**src/wd_pkg.sv**
```systemverilog
// Summary of operation
// RULE_01: When the enabled count reaches the timeout with no clear, request shutdown and reset the configuration.
// RULE_02: The watchdog starts only when software writes a one to the enable bit; the code also starts it at boot when the factory default enable is set.
// RULE_03: A two-bit period field picks one of four timeouts from 16 s to 128 s.
// RULE_04: After reset the period field holds the 128 s encoding.
// RULE_05: Software must clear within each period, and each clear restarts the count from zero.
// RULE_06: The lock bit is read-only, comes from the factory, and ignores writes.
// RULE_07: With lock clear, enable resets to its factory default and software may set or clear it.
// RULE_08: With lock set and default off, a write may set enable but not clear it; only system reset clears it. In the code an expiry also clears it.
// RULE_09: With lock and default enable both set, the watchdog can never be disabled.
// RULE_10: An expiry power-off with expiry action zero sets the watchdog-off event flag.
// RULE_11: The clear bit is a self-clearing strobe that reads back as zero.
package wd_pkg;
  localparam logic [11:0] ADDR_CONFIG = 12'h000;
  localparam logic [11:0] ADDR_FLAGS = 12'h004;
  localparam logic [11:0] ADDR_MASK = 12'h008;
  localparam logic [11:0] ADDR_COUNT = 12'h00C;
  localparam int BIT_CLR = 0;
  localparam int BIT_EN = 1;
  localparam int BIT_PER_LO = 2;
  localparam int BIT_ACTION = 4;
  localparam int BIT_LOCK = 5;
  localparam int FLAG_WD_OFF = 0;
  localparam int FLAG_EXPIRED = 1;
  localparam int FLAG_W = 2;
  localparam logic [1:0] PERIOD_RESET = 2'h3;
  localparam logic ACTION_RESET = 1'b0;
  localparam int CLK_HZ = 50_000_000;
  localparam int TICK_MS = 1;
  localparam int TICK_CYCLES = CLK_HZ / 1000 * TICK_MS;
  localparam int TIMEOUT_BASE_S = 16;
  localparam int CNT_W = 18;
  // Period codes double from 16 s up to 128 s.
  function automatic logic [CNT_W-1:0] timeout_ticks(input logic [1:0] per);
    timeout_ticks = CNT_W'((TIMEOUT_BASE_S * 1000 / TICK_MS) << per);
  endfunction
endpackage

```
**src/wd_if.sv**
```systemverilog
`timescale 1ns/1ps
interface wd_if;
  logic tick;
  logic enable;
  logic restart;
  logic [1:0] period;
  logic expire;
  modport ctl(output enable, output restart, output period, input expire, input tick);
  modport cnt(input enable, input restart, input period, output expire, input tick);
  modport div(output tick);
endinterface

```
**src/pmic_watchdog_supervisor.sv**
```systemverilog
`timescale 1ns/1ps
module pmic_watchdog_supervisor import wd_pkg::*; #(
  parameter int TICK_CYC = TICK_CYCLES
) (
  input wire logic clk, // Clock.
  input wire logic rst_n, // System-level reset.
  input wire logic lock_otp, // Factory lock option.
  input wire logic en_default_otp, // Factory default enable.
  input wire logic psel, // APB select.
  input wire logic penable, // APB enable.
  input wire logic pwrite, // APB direction.
  input wire logic [11:0] paddr, // APB address.
  input wire logic [31:0] pwdata, // APB write data.
  output logic [31:0] prdata, // APB read data.
  output logic pready, // APB ready.
  output logic pslverr, // APB error.
  output logic shutdown_req, // Shutdown request pulse.
  output logic config_reset, // Config reset pulse.
  output logic irq // Interrupt level.
);
  wd_if wd();
  logic [CNT_W-1:0] count;
  logic [1:0] opt_s1, opt_s2;
  logic [1:0] opt_valid;
  logic def_en_reg;
  logic lock_reg, en_reg, action_reg, clr_reg;
  logic [1:0] per_reg;
  logic [FLAG_W-1:0] flags_reg, mask_reg;
  logic wr, rd, hit;
  logic irq_next;

  wd_tick #(.TICK_CYC(TICK_CYC)) u_tick (.clk(clk), .rst_n(rst_n), .wd(wd));
  wd_counter u_cnt (.clk(clk), .rst_n(rst_n), .wd(wd), .count(count));

  // Factory options are pins; they are synchronised before use.
  always_ff @(posedge clk or negedge rst_n) begin
    if (!rst_n) begin
      opt_s1 <= 2'h0;
      opt_s2 <= 2'h0;
      opt_valid <= 2'h0;
    end else begin
      opt_s1 <= {lock_otp, en_default_otp};
      opt_s2 <= opt_s1;
      // Valid moves through two stages alongside the data so the reset value of opt_s2 is never captured.
      opt_valid <= {opt_valid[0], 1'b1};
    end
  end

  assign wr = psel && penable && pwrite;
  assign rd = psel && penable && !pwrite;
  assign hit = paddr == ADDR_CONFIG || paddr == ADDR_FLAGS || paddr == ADDR_MASK
               || paddr == ADDR_COUNT;

  // Options latched once after release so enable starts at the factory default.
  logic loaded_reg;
  always_ff @(posedge clk or negedge rst_n) begin
    if (!rst_n) begin
      loaded_reg <= 1'b0;
      lock_reg <= 1'b0;
      en_reg <= 1'b0;
      per_reg <= PERIOD_RESET; // RULE_04
      action_reg <= ACTION_RESET;
    end else if (!loaded_reg) begin
      if (opt_valid[1]) begin
        loaded_reg <= 1'b1;
        lock_reg <= opt_s2[1]; // RULE_06
        en_reg <= opt_s2[0]; // RULE_07
      end
    end else if (wd.expire) begin
      // The configuration reset returns enable to its factory default.
      en_reg <= def_en_reg; // RULE_01 RULE_09
      per_reg <= PERIOD_RESET;
      action_reg <= ACTION_RESET;
    end else if (wr && paddr == ADDR_CONFIG) begin
      per_reg <= pwdata[BIT_PER_LO +: 2]; // RULE_03
      action_reg <= pwdata[BIT_ACTION];
      if (pwdata[BIT_EN]) begin
        en_reg <= 1'b1; // RULE_02 RULE_08
      end else if (!lock_reg) begin
        en_reg <= 1'b0; // RULE_07
      end
    end
  end

  // Records the factory default that every configuration reset restores to enable.
  always_ff @(posedge clk or negedge rst_n) begin
    if (!rst_n) begin
      def_en_reg <= 1'b0;
    end else if (!loaded_reg && opt_valid[1]) begin
      def_en_reg <= opt_s2[0];
    end
  end

  always_ff @(posedge clk or negedge rst_n) begin
    if (!rst_n) begin
      clr_reg <= 1'b0;
    end else begin
      clr_reg <= wr && paddr == ADDR_CONFIG && pwdata[BIT_CLR]; // RULE_11
    end
  end

  assign wd.enable = en_reg;
  assign wd.restart = clr_reg; // RULE_05
  assign wd.period = per_reg;

  always_ff @(posedge clk or negedge rst_n) begin
    if (!rst_n) begin
      shutdown_req <= 1'b0;
      config_reset <= 1'b0;
    end else begin
      shutdown_req <= wd.expire; // RULE_01
      config_reset <= wd.expire;
    end
  end

  // A set in the same cycle as a read-clear wins.
  always_ff @(posedge clk or negedge rst_n) begin
    if (!rst_n) begin
      flags_reg <= '0;
    end else begin
      flags_reg <= ((rd && paddr == ADDR_FLAGS) ? '0 : flags_reg)
                   | {wd.expire, wd.expire && !action_reg}; // RULE_10
    end
  end

  always_ff @(posedge clk or negedge rst_n) begin
    if (!rst_n) begin
      mask_reg <= '0;
    end else if (wr && paddr == ADDR_MASK) begin
      mask_reg <= pwdata[FLAG_W-1:0];
    end
  end

  assign irq_next = |(flags_reg & mask_reg);
  always_ff @(posedge clk or negedge rst_n) begin
    if (!rst_n) begin
      irq <= 1'b0;
    end else begin
      irq <= irq_next;
    end
  end

  // Zero-wait slave: ready is registered and rises in the access cycle.
  always_ff @(posedge clk or negedge rst_n) begin
    if (!rst_n) begin
      pready <= 1'b0;
      pslverr <= 1'b0;
      prdata <= 32'h0000_0000;
    end else begin
      pready <= psel && !penable;
      pslverr <= psel && !penable && !hit;
      prdata <= 32'h0000_0000;
      if (psel && !penable && !pwrite) begin
        unique case (paddr)
          ADDR_CONFIG: prdata <= 32'({lock_reg, action_reg, per_reg, en_reg, 1'b0}); // RULE_11
          ADDR_FLAGS: prdata <= 32'(flags_reg);
          ADDR_MASK: prdata <= 32'(mask_reg);
          ADDR_COUNT: prdata <= 32'(count);
          default: prdata <= 32'h0000_0000;
        endcase
      end
    end
  end

  chk_expire_shutdown: assert property (@(posedge clk) disable iff (!rst_n)
    wd.expire |=> shutdown_req && config_reset && per_reg == PERIOD_RESET)
    else $error("expiry did not request shutdown"); // RULE_01
  chk_no_run_disabled: assert property (@(posedge clk) disable iff (!rst_n)
    !en_reg |-> !wd.expire) else $error("expiry while disabled"); // RULE_02
  chk_clear_restarts: assert property (@(posedge clk) disable iff (!rst_n)
    clr_reg |=> count == '0) else $error("clear did not restart count"); // RULE_05
  chk_lock_stable: assert property (@(posedge clk) disable iff (!rst_n)
    loaded_reg |=> $stable(lock_reg)) else $error("lock changed"); // RULE_06
  chk_lock_no_off: assert property (@(posedge clk) disable iff (!rst_n)
    loaded_reg && lock_reg && en_reg && !(wd.expire && !def_en_reg) |=> en_reg)
    else $error("locked enable dropped"); // RULE_08
  chk_perm_on: assert property (@(posedge clk) disable iff (!rst_n)
    loaded_reg && lock_reg && def_en_reg |-> en_reg) else $error("permanent enable lost"); // RULE_09
  chk_flag_set: assert property (@(posedge clk) disable iff (!rst_n)
    wd.expire && !action_reg |=> flags_reg[FLAG_WD_OFF]) else $error("off flag not set"); // RULE_10
  chk_clr_pulse: assert property (@(posedge clk) disable iff (!rst_n)
    clr_reg |=> !clr_reg || $past(wr)) else $error("clear strobe stuck"); // RULE_11
  chk_period_ticks: assert property (@(posedge clk) disable iff (!rst_n)
    wd.expire |-> count >= timeout_ticks(per_reg) - CNT_W'(1))
    else $error("wrong timeout"); // RULE_03
endmodule // pmic_watchdog_supervisor

```
**src/wd_counter.sv**
```systemverilog
`timescale 1ns/1ps
module wd_counter import wd_pkg::*; (
  input wire logic clk, // Clock.
  input wire logic rst_n, // Reset.
  wd_if.cnt wd, // Control side.
  output logic [CNT_W-1:0] count // Elapsed ticks.
);
  always_ff @(posedge clk or negedge rst_n) begin
    if (!rst_n) begin
      count <= '0;
    end else if (!wd.enable || wd.restart || wd.expire) begin
      count <= '0; // RULE_05
    end else if (wd.tick) begin
      count <= count + CNT_W'(1);
    end
  end
  assign wd.expire = wd.enable && (count >= timeout_ticks(wd.period) - CNT_W'(1)) && wd.tick
                     && !wd.restart; // RULE_01 RULE_03
endmodule // wd_counter

```
**src/wd_tick.sv**
```systemverilog
`timescale 1ns/1ps
module wd_tick import wd_pkg::*; #(
  parameter int TICK_CYC = TICK_CYCLES
) (
  input wire logic clk, // Clock.
  input wire logic rst_n, // Reset.
  wd_if.div wd // Tick output.
);
  logic [31:0] div_reg;
  always_ff @(posedge clk or negedge rst_n) begin
    if (!rst_n) begin
      div_reg <= 32'h0000_0000;
      wd.tick <= 1'b0;
    end else if (div_reg >= 32'(TICK_CYC - 1)) begin
      div_reg <= 32'h0000_0000;
      wd.tick <= 1'b1;
    end else begin
      div_reg <= div_reg + 32'h0000_0001;
      wd.tick <= 1'b0;
    end
  end
endmodule // wd_tick
```
**config.mk**
```make
export PLATFORM = sky130hd
export DESIGN_NAME = pmic_watchdog_supervisor
export DESIGN_NICKNAME = d
export VERILOG_FILES = /design/src/wd_pkg.sv /design/src/wd_if.sv /design/src/pmic_watchdog_supervisor.sv /design/src/wd_counter.sv /design/src/wd_tick.sv
export SDC_FILE = /design/constraint.sdc
export NUM_CORES = 1
export LEC_CHECK = 0
export BUFFER_PORTS_ARGS = -buffer_cell sky130_fd_sc_hd__buf_2
export CAP_MARGIN = 5
export CORE_AREA = 8 8 104 106
export CTS_BUF_LIST = sky130_fd_sc_hd__clkbuf_2
export CTS_CLUSTER_DIAMETER = 40
export DETAILED_ROUTE_END_ITERATION = 7
export DIE_AREA = 0 0 112 114
export PLACE_DENSITY = 0.68
export SYNTH_ARGS = -nofsm -noshare
export SYNTH_HDL_FRONTEND = slang
export SYNTH_SLANG_ARGS = --single-unit
```
**constraint.sdc**
```tcl
create_clock -name clk -period 3.9 [get_ports clk]
set_input_delay 0.585 -clock clk [delete_from_list [all_inputs] [get_ports clk]]
set_output_delay 0.585 -clock clk [all_outputs]
set_load 0.01 [all_outputs]
```
After elaboration in Yosys (flattened, before gate mapping):

Cells that the tools add are included.

* register bits: 105
* input bits: 51
* output and inout port bits: 37
* word-level logic and storage cells: 88

* add/sub/neg operators: 3
* $lt $le $gt $ge: 2
* eq/ne operators: 5
* shift operators: 1
* multiplexer cells: 19
* bitwise gates (word level): 3
* reduce and logical (&&, ||, !) cells: 35

Operators with widths (count)
* case mux 18 bit (4 select lines): 1
* 2-to-1 mux 18 bit: 3
* adder 32 x 1 -> 32 bit, second input constant: 1
* greater-or-equal comparator 32 x 16 -> 1 bit, second input constant: 1
* 2-to-1 mux 32 bit: 1
* == test 12 x 4 -> 1 bit, second input constant: 2
* adder 18 x 1 -> 18 bit, second input constant: 1
* greater-or-equal comparator 18 bit: 1
* left shift 14 x 2 -> 18 bit, first input constant: 1
* subtractor 18 x 1 -> 18 bit, second input constant: 1
* logical AND 1 bit: 15
* == test 12 x 3 -> 1 bit, second input constant: 1
* logical NOT 12 bit: 1
* 2-to-1 mux 1 bit: 11
* logical NOT 1 bit: 7
* 2-to-1 mux 2 bit: 3
* nonzero test 2 bit: 3
* logical OR 1 bit: 5
* != test 4 x 3 -> 1 bit, second input constant: 1
* AND reduction 2 bit: 2
* != test 3 x 1 -> 1 bit, second input constant: 1
* AND reduction 3 bit: 1
* AND 2 bit: 1
* OR 2 bit: 1
* other kinds (2): 2

Longest topological paths before layout:

Gate-level depths: netlist (run 1).

* depth after elaboration: 8
* mapped depth: 9
* depth with buffers taken out: 8

Hierarchy:

Synthesis (run 1) repeated with hierarchy kept, for this count alone.

* cells, all modules: 383
* area, all modules: 4385.5 um2

By module, submodules not included
* pmic_watchdog_supervisor: instances 1, cells an instance 137, area each 1684.1 um2
* wd_counter: instances 1, cells an instance 139, area each 1456.4 um2
* wd_tick: instances 1, cells an instance 107, area each 1244.9 um2

Worst setup path before layout (run 1):

OpenSTA, ideal clock, no wires.

* path kind: reg-to-reg
* start: register per_reg[1]
* end: register u_cnt.count[10]
* arrival time: 2.304 ns
* data required time: 3.764 ns
* slack: 1.460 ns
* cell stages (with the launch flop): 10
* buffers on the path: 1
* path through: dfstp_2 inv_1 ha_1 ha_1 nand4_1 or3_1 a21o_2 a21boi_2 buf_2 nor3_1

* cells in the longest elaborated chain, start to end: 8
* elaborated cells on any way between the ends: 9
* those cells by class: add/sub: 1; order compare: 1; shift: 1; mux: 1; reduce/logical: 5

Ends and longest elaborated chain
* start: declaration: RTL line pmic_watchdog_supervisor.sv:27 `logic [1:0] per_reg;`
* start signal: assignment: RTL line pmic_watchdog_supervisor.sv:75 `per_reg <= pwdata[BIT_PER_LO +: 2];`
* left shift 14 x 2 -> 18 bit (*): RTL line wd_pkg.sv:35 `timeout_ticks = CNT_W'((TIMEOUT_BASE_S * 1000 / TICK_MS) << per);`
* subtractor 18 x 1 -> 18 bit (*): RTL line wd_counter.sv:17 `assign wd.expire = wd.enable && (count >= timeout_ticks(wd.period) - CNT_W'(1)) && wd.tick`
* greater-or-equal comparator 18 bit (*): RTL line wd_counter.sv:17
* logical AND 1 bit (*) (2 in series): RTL line wd_counter.sv:17
* logical AND 1 bit (*): RTL line wd_counter.sv:18 `&& !wd.restart;`
* logical OR 1 bit (*): RTL line wd_counter.sv:11 `end else if (!wd.enable || wd.restart || wd.expire) begin`
* 2-to-1 mux 18 bit or nonzero test 2 bit (tied branches)
* end signal: assignment: RTL line wd_counter.sv:14 `count <= count + CNT_W'(1);`
* end: declaration: RTL line wd_counter.sv:6 `output logic [CNT_W-1:0] count`

Every way passes the cells marked *; elsewhere a longest branch is shown, timed or not.
A chain may end at the register's enable or synchronous reset.

Final worst setup path (run 1):

* start: register per_reg[1]
* end: register u_cnt.count[12]

Same word-level chain as after synthesis.

==> summary.md, run 1 <==
| Metric | Value |
|---|---|
| Final Hold Viols | `0` |
| Initial Util | `between 40% and 50%` |
| Vias in the first global route | `about 2,800` |
| Slew Limit Headroom | `between 40% and 50%` |
| Post-Synth XOR/XNOR Area | `about 5.9%` |
| Post-DR wirelength/cell | `between 10 and 15 um` |
| Max cap viols | `0` |
| Worst Reg-to-Reg Cells | `8` |
| CP top delay family | `compound AO/OA/AOI/OAI gates` |
| Post-cts hold buffer count | `0` |
| Drt total wl | `slightly below 8000 um` |
| Post-synth EDFFs | `0` |
| Synth cell types | `57` |
| Metal1 wirelength | `3370 um` |
| Vias per inst | `5.06` |
| DR WL met3 | `around 400 um` |
| Startpoint Class | `flip-flop` |
| Area growth from synthesis to layout | `11.1%` |
| # IOs | `a little under 90` |
| Yosys reg bits | `between 90 and 100` |
| Die width | `112 um` |
| Yosys top cell by area | `dfrtp_1` |
| Initial antenna violation count | `0` |
| Critical path type | `reg2reg` |
| Pin count of the biggest net entering global routing | `70` |
| Clock Skew | `~17 ps` |
| FFs w/ async S/R, synth | `100%` |
| Status | `finished clean` |
| CTS Buf Count | `9` |
| Largest family of logic cells by synthesized area | `simple AND/OR/NAND/NOR gates` |
| Commonest non-fill, non-tap cell in the layout | `dfrtp_1` |
| Antenna Violating Nets Remaining | `0` |
| GR Util All Layers | `around 12%` |
| IO Port Bufs | `46` |
| Worst-Margin Slew | `819 ps` |
| Detailed Route Iter0 Violations | `about 110` |
| CP Cell Sequence | `inv_1, ha_1, ha_1, nand4_1, or3_1, a21o_2, a21boi_2, nor3_1` |
| Die ar. | `0.0128 mm2` |
| Sequential-to-total area share from yosys stat | `a little over half` |
| Vias | `roughly 2,800` |
| Main area contributors after synthesis | `dfrtp_1 53%, ha_1 4.8%, xnor2_1 4.6%` |
| Worst-path maximum fanout | `15` |
| Slowest cell on the critical path | `dfstp_2` |
| Core ar. | `between 0.009 and 0.01 mm2` |
| PD cells | `roughly 360 mW/mm2` |
| Ant diodes | `0` |
| Die H | `between 100 and 150 um` |
| Endpoints failing setup | `0` |
| Post-Place Worst Slack | `1090 ps` |
| Leakage | `2.15 nW` |
| R2R setup slack | `1040 ps` |
| Setup TNS | `0 ps` |
| Row cnt | `35` |
| Max FFs per register | `32` |
| Setup ws final | `a little over 1000 ps` |
| Period minus WS final | `around 2900 ps` |
| Hold_ws | `145 ps` |
| Clock root buffer master | `clkbuf_2` |
| Post-synth top area share | `a little over half` |
| Main flop type after synthesis | `dfrtp_1` |
| Max Slew Vio Count | `0` |
| Compound-Gate Fraction of Synth Area | `under 10%` |
| Req. time, crit path | `between 4000 and 5000 ps` |
| First-pass iteration count of the detailed router | `4` |
| Crit. End Element | `flip-flop` |
| Simple logic cell fraction of the synthesized area | `about a fifth` |
| NumNets Final | `~500` |
| PostCTS Resize Cnt | `0` |
| Mean Syn Cell Area | `roughly 11 um2` |
| Worst-path clk slew | `210 ps` |
| Sink Count | `between 90 and 100` |
| Clock Latency Late Sink | `approximately 500 ps` |
| CTS tree | `done` |
| Layout cells sized above 1 | `19.9%` |
| Total number of yosys warnings | `0` |
| Unrepaired setup endpoints after global routing | `no` |
| Cell count after synthesis | `380` |
| Post-CTS Setup Inserts | `0` |
| Worst Path Buf+Inv | `1` |
| Post-Synth Adder-Cell Area | `4.78%` |
| Clock Path Buffers | `2` |
| DR WL met2 | `approximately 3800 um` |
| Fmax | `350 MHz` |
| Highest Signal Layer | `met4` |
| First-pass GRT wire length | `~13,000 um` |
| Post-Syn Area | `approximately 0.0042 mm2` |
| Hold crit path type | `in2async` |
| Most frequent cells in the layout | `89 x dfrtp_1, 45 x buf_2, 43 x nor2_1` |
| Final worst-path cycle share | `between 70% and 80%` |
| Most used cell, CP | `ha_1` |
| Mux cell area share after synthesis | `1.31%` |
| DRC Markers | `0` |
| RR Startpoint | `per_reg[1]` |
| Post-detail-place hpwl | `between 5000 and 6000 um` |
| R2r endpoint | `u_cnt.count[12]` |
| Crit path DAT | `3220 ps` |
| Crit-path max cell delay | `between 600 and 700 ps` |
| VDD IR max | `~0.00019 V` |
| Overflow after GRT | `0` |
| H-tree levels | `3` |
| Placer's final routability congestion estimate | `around 0.85` |
-- synth_stat cells, drive strengths merged, types with 3 or more instances --
cell type / n
nand3: 10
xor2: 6
a22oi: 5
ha: 16
nor2: 44
o21ai: 4
nand3b: 3
a21oi: 7
inv: 18
nor3: 27
xnor2: 22
nand4: 9
mux2: 4
nand2b: 5
and2: 11
dfrtp: 89
nand2: 19
a21o: 3
clkbuf: 7
buf: 18
nor4: 9
a31oi: 3
and3: 4
or3: 3
-- power by group --
part	internal, mW	switching (mW)
logic	0.0416	0.0763
registers	0.974	0.0344
clock network	0.288	0.285
total	1.30	0.395
-- cell type report --
cell class | count | area [um2]
well taps | 111 | 139
inverters | 18 | 67.6
fillers | 835 | 4450
clock inverters | 3 | 90.1
repair buffers | 47 | 240
clock buffers | 13 | 65.1
multi-input cells | 276 | 1770
flip-flops and latches | 91 | 2280
-- worst max-delay path by stage --
stage,to,start,slack (ps),cells past startpoint
finish,u_cnt.count[12],per_reg[1],1040,8
global route,u_cnt.count[12],per_reg[1],850,8
CTS,u_cnt.count[12],per_reg[1],1040,8
detailed placement,u_cnt.count[5],per_reg[1],1090,8
global placement,u_cnt.count[10],per_reg[1],1110,8
floorplan,u_cnt.count[10],per_reg[1],1460,9
-- metrics by stage --
stage	utilization, %	instance area, um2	power (mW)	std cells
after global placement	49.4	4500	1.14	543
after floorplan	-	4300	1.10	410
after detailed placement	49.4	4500	1.14	543
after CTS	51.1	4660	1.72	559
final	51.1	4660	1.70	559
after global routing	51.1	4660	1.78	559
-- worst reg2reg max path, cell delays in order, from the launching register on --
cell and delay [ps]:
dfstp_2 650, inv_1 110, ha_1 200, ha_1 270, nand4_1 110, or3_1 400
a21o_2 240, a21boi_2 630, nor3_1 120
-- metal layers --
metal	up-vias	GRT usage (%)
li1	1388	-
met1	1368	15.1
met2	60	21.0
met3	11	2.96
met4	0	5.31
met5	-	0
-- cell families (layout without fill, tap and decap cells) --
group,Yosys count,in the layout
adder cells (fa/ha/maj),16,16
AO/OA/AOI/OAI,41,41
other,2,32
flip-flops,91,91
buffers and inverters,43,81
multiplexers,5,5
XOR/XNOR,28,28
AND/OR/NAND/NOR,154,154
No activity file was read; power rests on OpenSTA's default activity.
==> run 2: changes to the inputs <==
==> constraint.sdc (replaced) <==
create_clock -name clk -period 2.9 [get_ports clk]
set_input_delay 0.435 -clock clk [delete_from_list [all_inputs] [get_ports clk]]
set_output_delay 0.435 -clock clk [all_outputs]
set_load 0.01 [all_outputs]
==> run 2 against run 1 <==
  * Global-route usage up 0.076 points
  * Via count shrank 1.1%
  * Clock-buffer cell count fell by 4
  * Utilization grew 0.18 points
  * Sequential power up 35%
  * Total power is 27% higher
  * Clock power increased by 13%
  * Critical path depth unchanged
  * Sequential share of layout area shrank 0.17 points
  * Routed wire length decreased by 0.87%
==> summary.md, run 2 (same netlist as run 1, synthesis figures left out) <==
| Metric | Value |
|---|---|
| Crit path DAT | `3040 ps` |
| Hold Path Origin | `pwdata[4]` |
| Clock Path Buffers | `2` |
| Max cap viols | `0` |
| IO Port Bufs | `46` |
| Initial antenna violation count | `0` |
| H-tree levels | `3` |
| DR WL met2 | `about 3800 um` |
| # IOs | `88` |
| RR Startpoint | `per_reg[1]` |
| Overflow after GRT | `0` |
| Final Instance Count excl. Fillers | `roughly 560` |
| Critical Path Source | `per_reg[1]` |
| Hold crit path type | `in2reg` |
| Area growth from synthesis to layout | `11.5%` |
| Layout cells sized above 1 | `19.9%` |
| Worst-Margin Slew | `about 690 ps` |
| First-pass GRT wire length | `12,900 um` |
| Worst-path clk slew | `about 250 ps` |
| NumNets Final | `approximately 500` |
| Most frequent cells in the layout | `89 x dfrtp_1, 45 x buf_2, 43 x nor2_1` |
| Post-detail-place hpwl | `between 5000 and 6000 um` |
| Setup TNS | `0 ps` |
| Vias | `roughly 2,800` |
| Drt total wl | `approximately 7600 um` |
| Clock root buffer master | `clkbuf_2` |
| Endpoints failing setup | `0` |
| DRC Markers | `0` |
| Critical path type | `reg2reg` |
| CTS Buf Count | `9` |
| Fmax | `slightly below 400 MHz` |
| DR WL met3 | `between 300 and 400 um` |
| Highest Signal Layer | `met4` |
| Slew Limit Headroom | `between 50 and 60%` |
| Cell Area, Placed | `0.00452 mm2` |
| Initial Util | `46.0%` |
| Final Hold Viols | `0` |
| Final core occ | `between 50% and 60%` |
| Design area | `0.00467 mm2` |
| Die H | `roughly 110 um` |
| Period minus WS final | `2590 ps` |
| Clock Skew | `around 21 ps` |
| Leakage | `around 2.2 nW` |
| Post-CTS Setup Inserts | `0` |
| Placed cell count | `roughly 540` |
| Post-DR wirelength/cell | `between 10 and 15 um` |
| Req. time, crit path | `between 3000 and 4000 ps` |
| Die ar. | `between 0.01 and 0.015 mm2` |
| Commonest non-fill, non-tap cell in the layout | `dfrtp_1` |
| PD cells | `~460 mW/mm2` |
| CTS tree | `done` |
| Vias in the first global route | `approximately 2,700` |
| Final worst-path cycle share | `about nine tenths` |
| Placer's final routability congestion estimate | `about 0.84` |
| Detailed Route Iter0 Violations | `approximately 140` |
| Startpoint Class | `flip-flop` |
| GR Util All Layers | `~13%` |
| Worst-path maximum fanout | `7` |
| Unrepaired setup endpoints after global routing | `no` |
| Total chip power | `between 2 and 2.5 mW` |
| Die width | `112 um` |
| Max FFs per register | `32` |
| VDD IR max | `around 0.00027 V` |
| Ant diodes | `0` |
| Sink Count | `91` |
| Crit. End Element | `flip-flop` |
| Core ar. | `approximately 0.0091 mm2` |
| Pin count of the biggest net entering global routing | `58` |
| Antenna Violating Nets Remaining | `0` |
| Clock Latency Late Sink | `~540 ps` |
| Row cnt | `35` |
| Metal1 wirelength | `3440 um` |
| Max Slew Vio Count | `0` |
| Status | `finished clean` |
| First-pass iteration count of the detailed router | `4` |
| Vias per inst | `between 4 and 5` |
-- run 2: cell types whose count changed in the layout (fill, tap and decap cells not counted) --
cell	previous run	this run
bufinv_16	3	1
buf_12	0	1
clkinv_2	0	2
dlygate4sd3_1	0	3
inv_8	0	1
clkbuf_2	13	9
clkinv_4	0	1
clkinvlp_4	0	1
inv_6	0	1
-- run 2: per-stage QoR --
step | setup WS [ps] | hold WS, ps
6_report | 307 | 78.1
5_1_grt | 158 | 26.4
4_1_cts | 335 | 44.7
3_5_place_dp | 368 | 336
3_3_place_gp | 412 | 331
2_1_floorplan | 460 | 139
-- run 2: worst paths after layout --
kind | to | slack (ps) | depth (start not counted)
min in group asynchronous | prdata[7] | 440 | 2
max in group asynchronous | u_tick.div_reg[0] | 1820 | 3
min | action_reg | 80 | 3
max reg2reg | flags_reg[0] | 310 | 8
max | flags_reg[0] | 310 | 8
min reg2reg | opt_valid[1] | 380 | 0
-- run 2: power breakdown --
part | leakage (nW) | internal (mW) | switching, mW
Combinational | 0.894 | 0.0604 | 0.102
Sequential | 1.19 | 1.31 | 0.0458
Clock | 0.0742 | 0.207 | 0.438
-- run 2: cell type report --
type | instances | area, um2
Sequential cell | 91 | 2280
Fill cell | 836 | 4440
Tap cell | 111 | 139
Inverter | 18 | 67.6
Clock buffer | 9 | 45.0
Multi-Input combinational cell | 276 | 1770
Clock inverter | 7 | 76.3
Timing Repair Buffer | 51 | 290
-- run 2: worst max-delay path, stage by stage (launching register included) --
cell and delay [ps]:
dfstp_2 650, inv_1 110, ha_1 190, ha_1 180, a211oi_1 240, nor2_1 110
o31ai_1 500, nand2_1 230, a22o_1 310
-- run 2: routing by layer --
metal | up-vias | track usage, %
li1 | 1396 | -
met1 | 1338 | 15.0
met2 | 51 | 21.1
met3 | 10 | 3.65
met4 | 0 | 4.86
met5 | - | 0
-- run 2: repair_timing --
item,CTS,global route
endpoints found under the hold margin,56,0
resized for setup,0,0
hold buffers,3,0
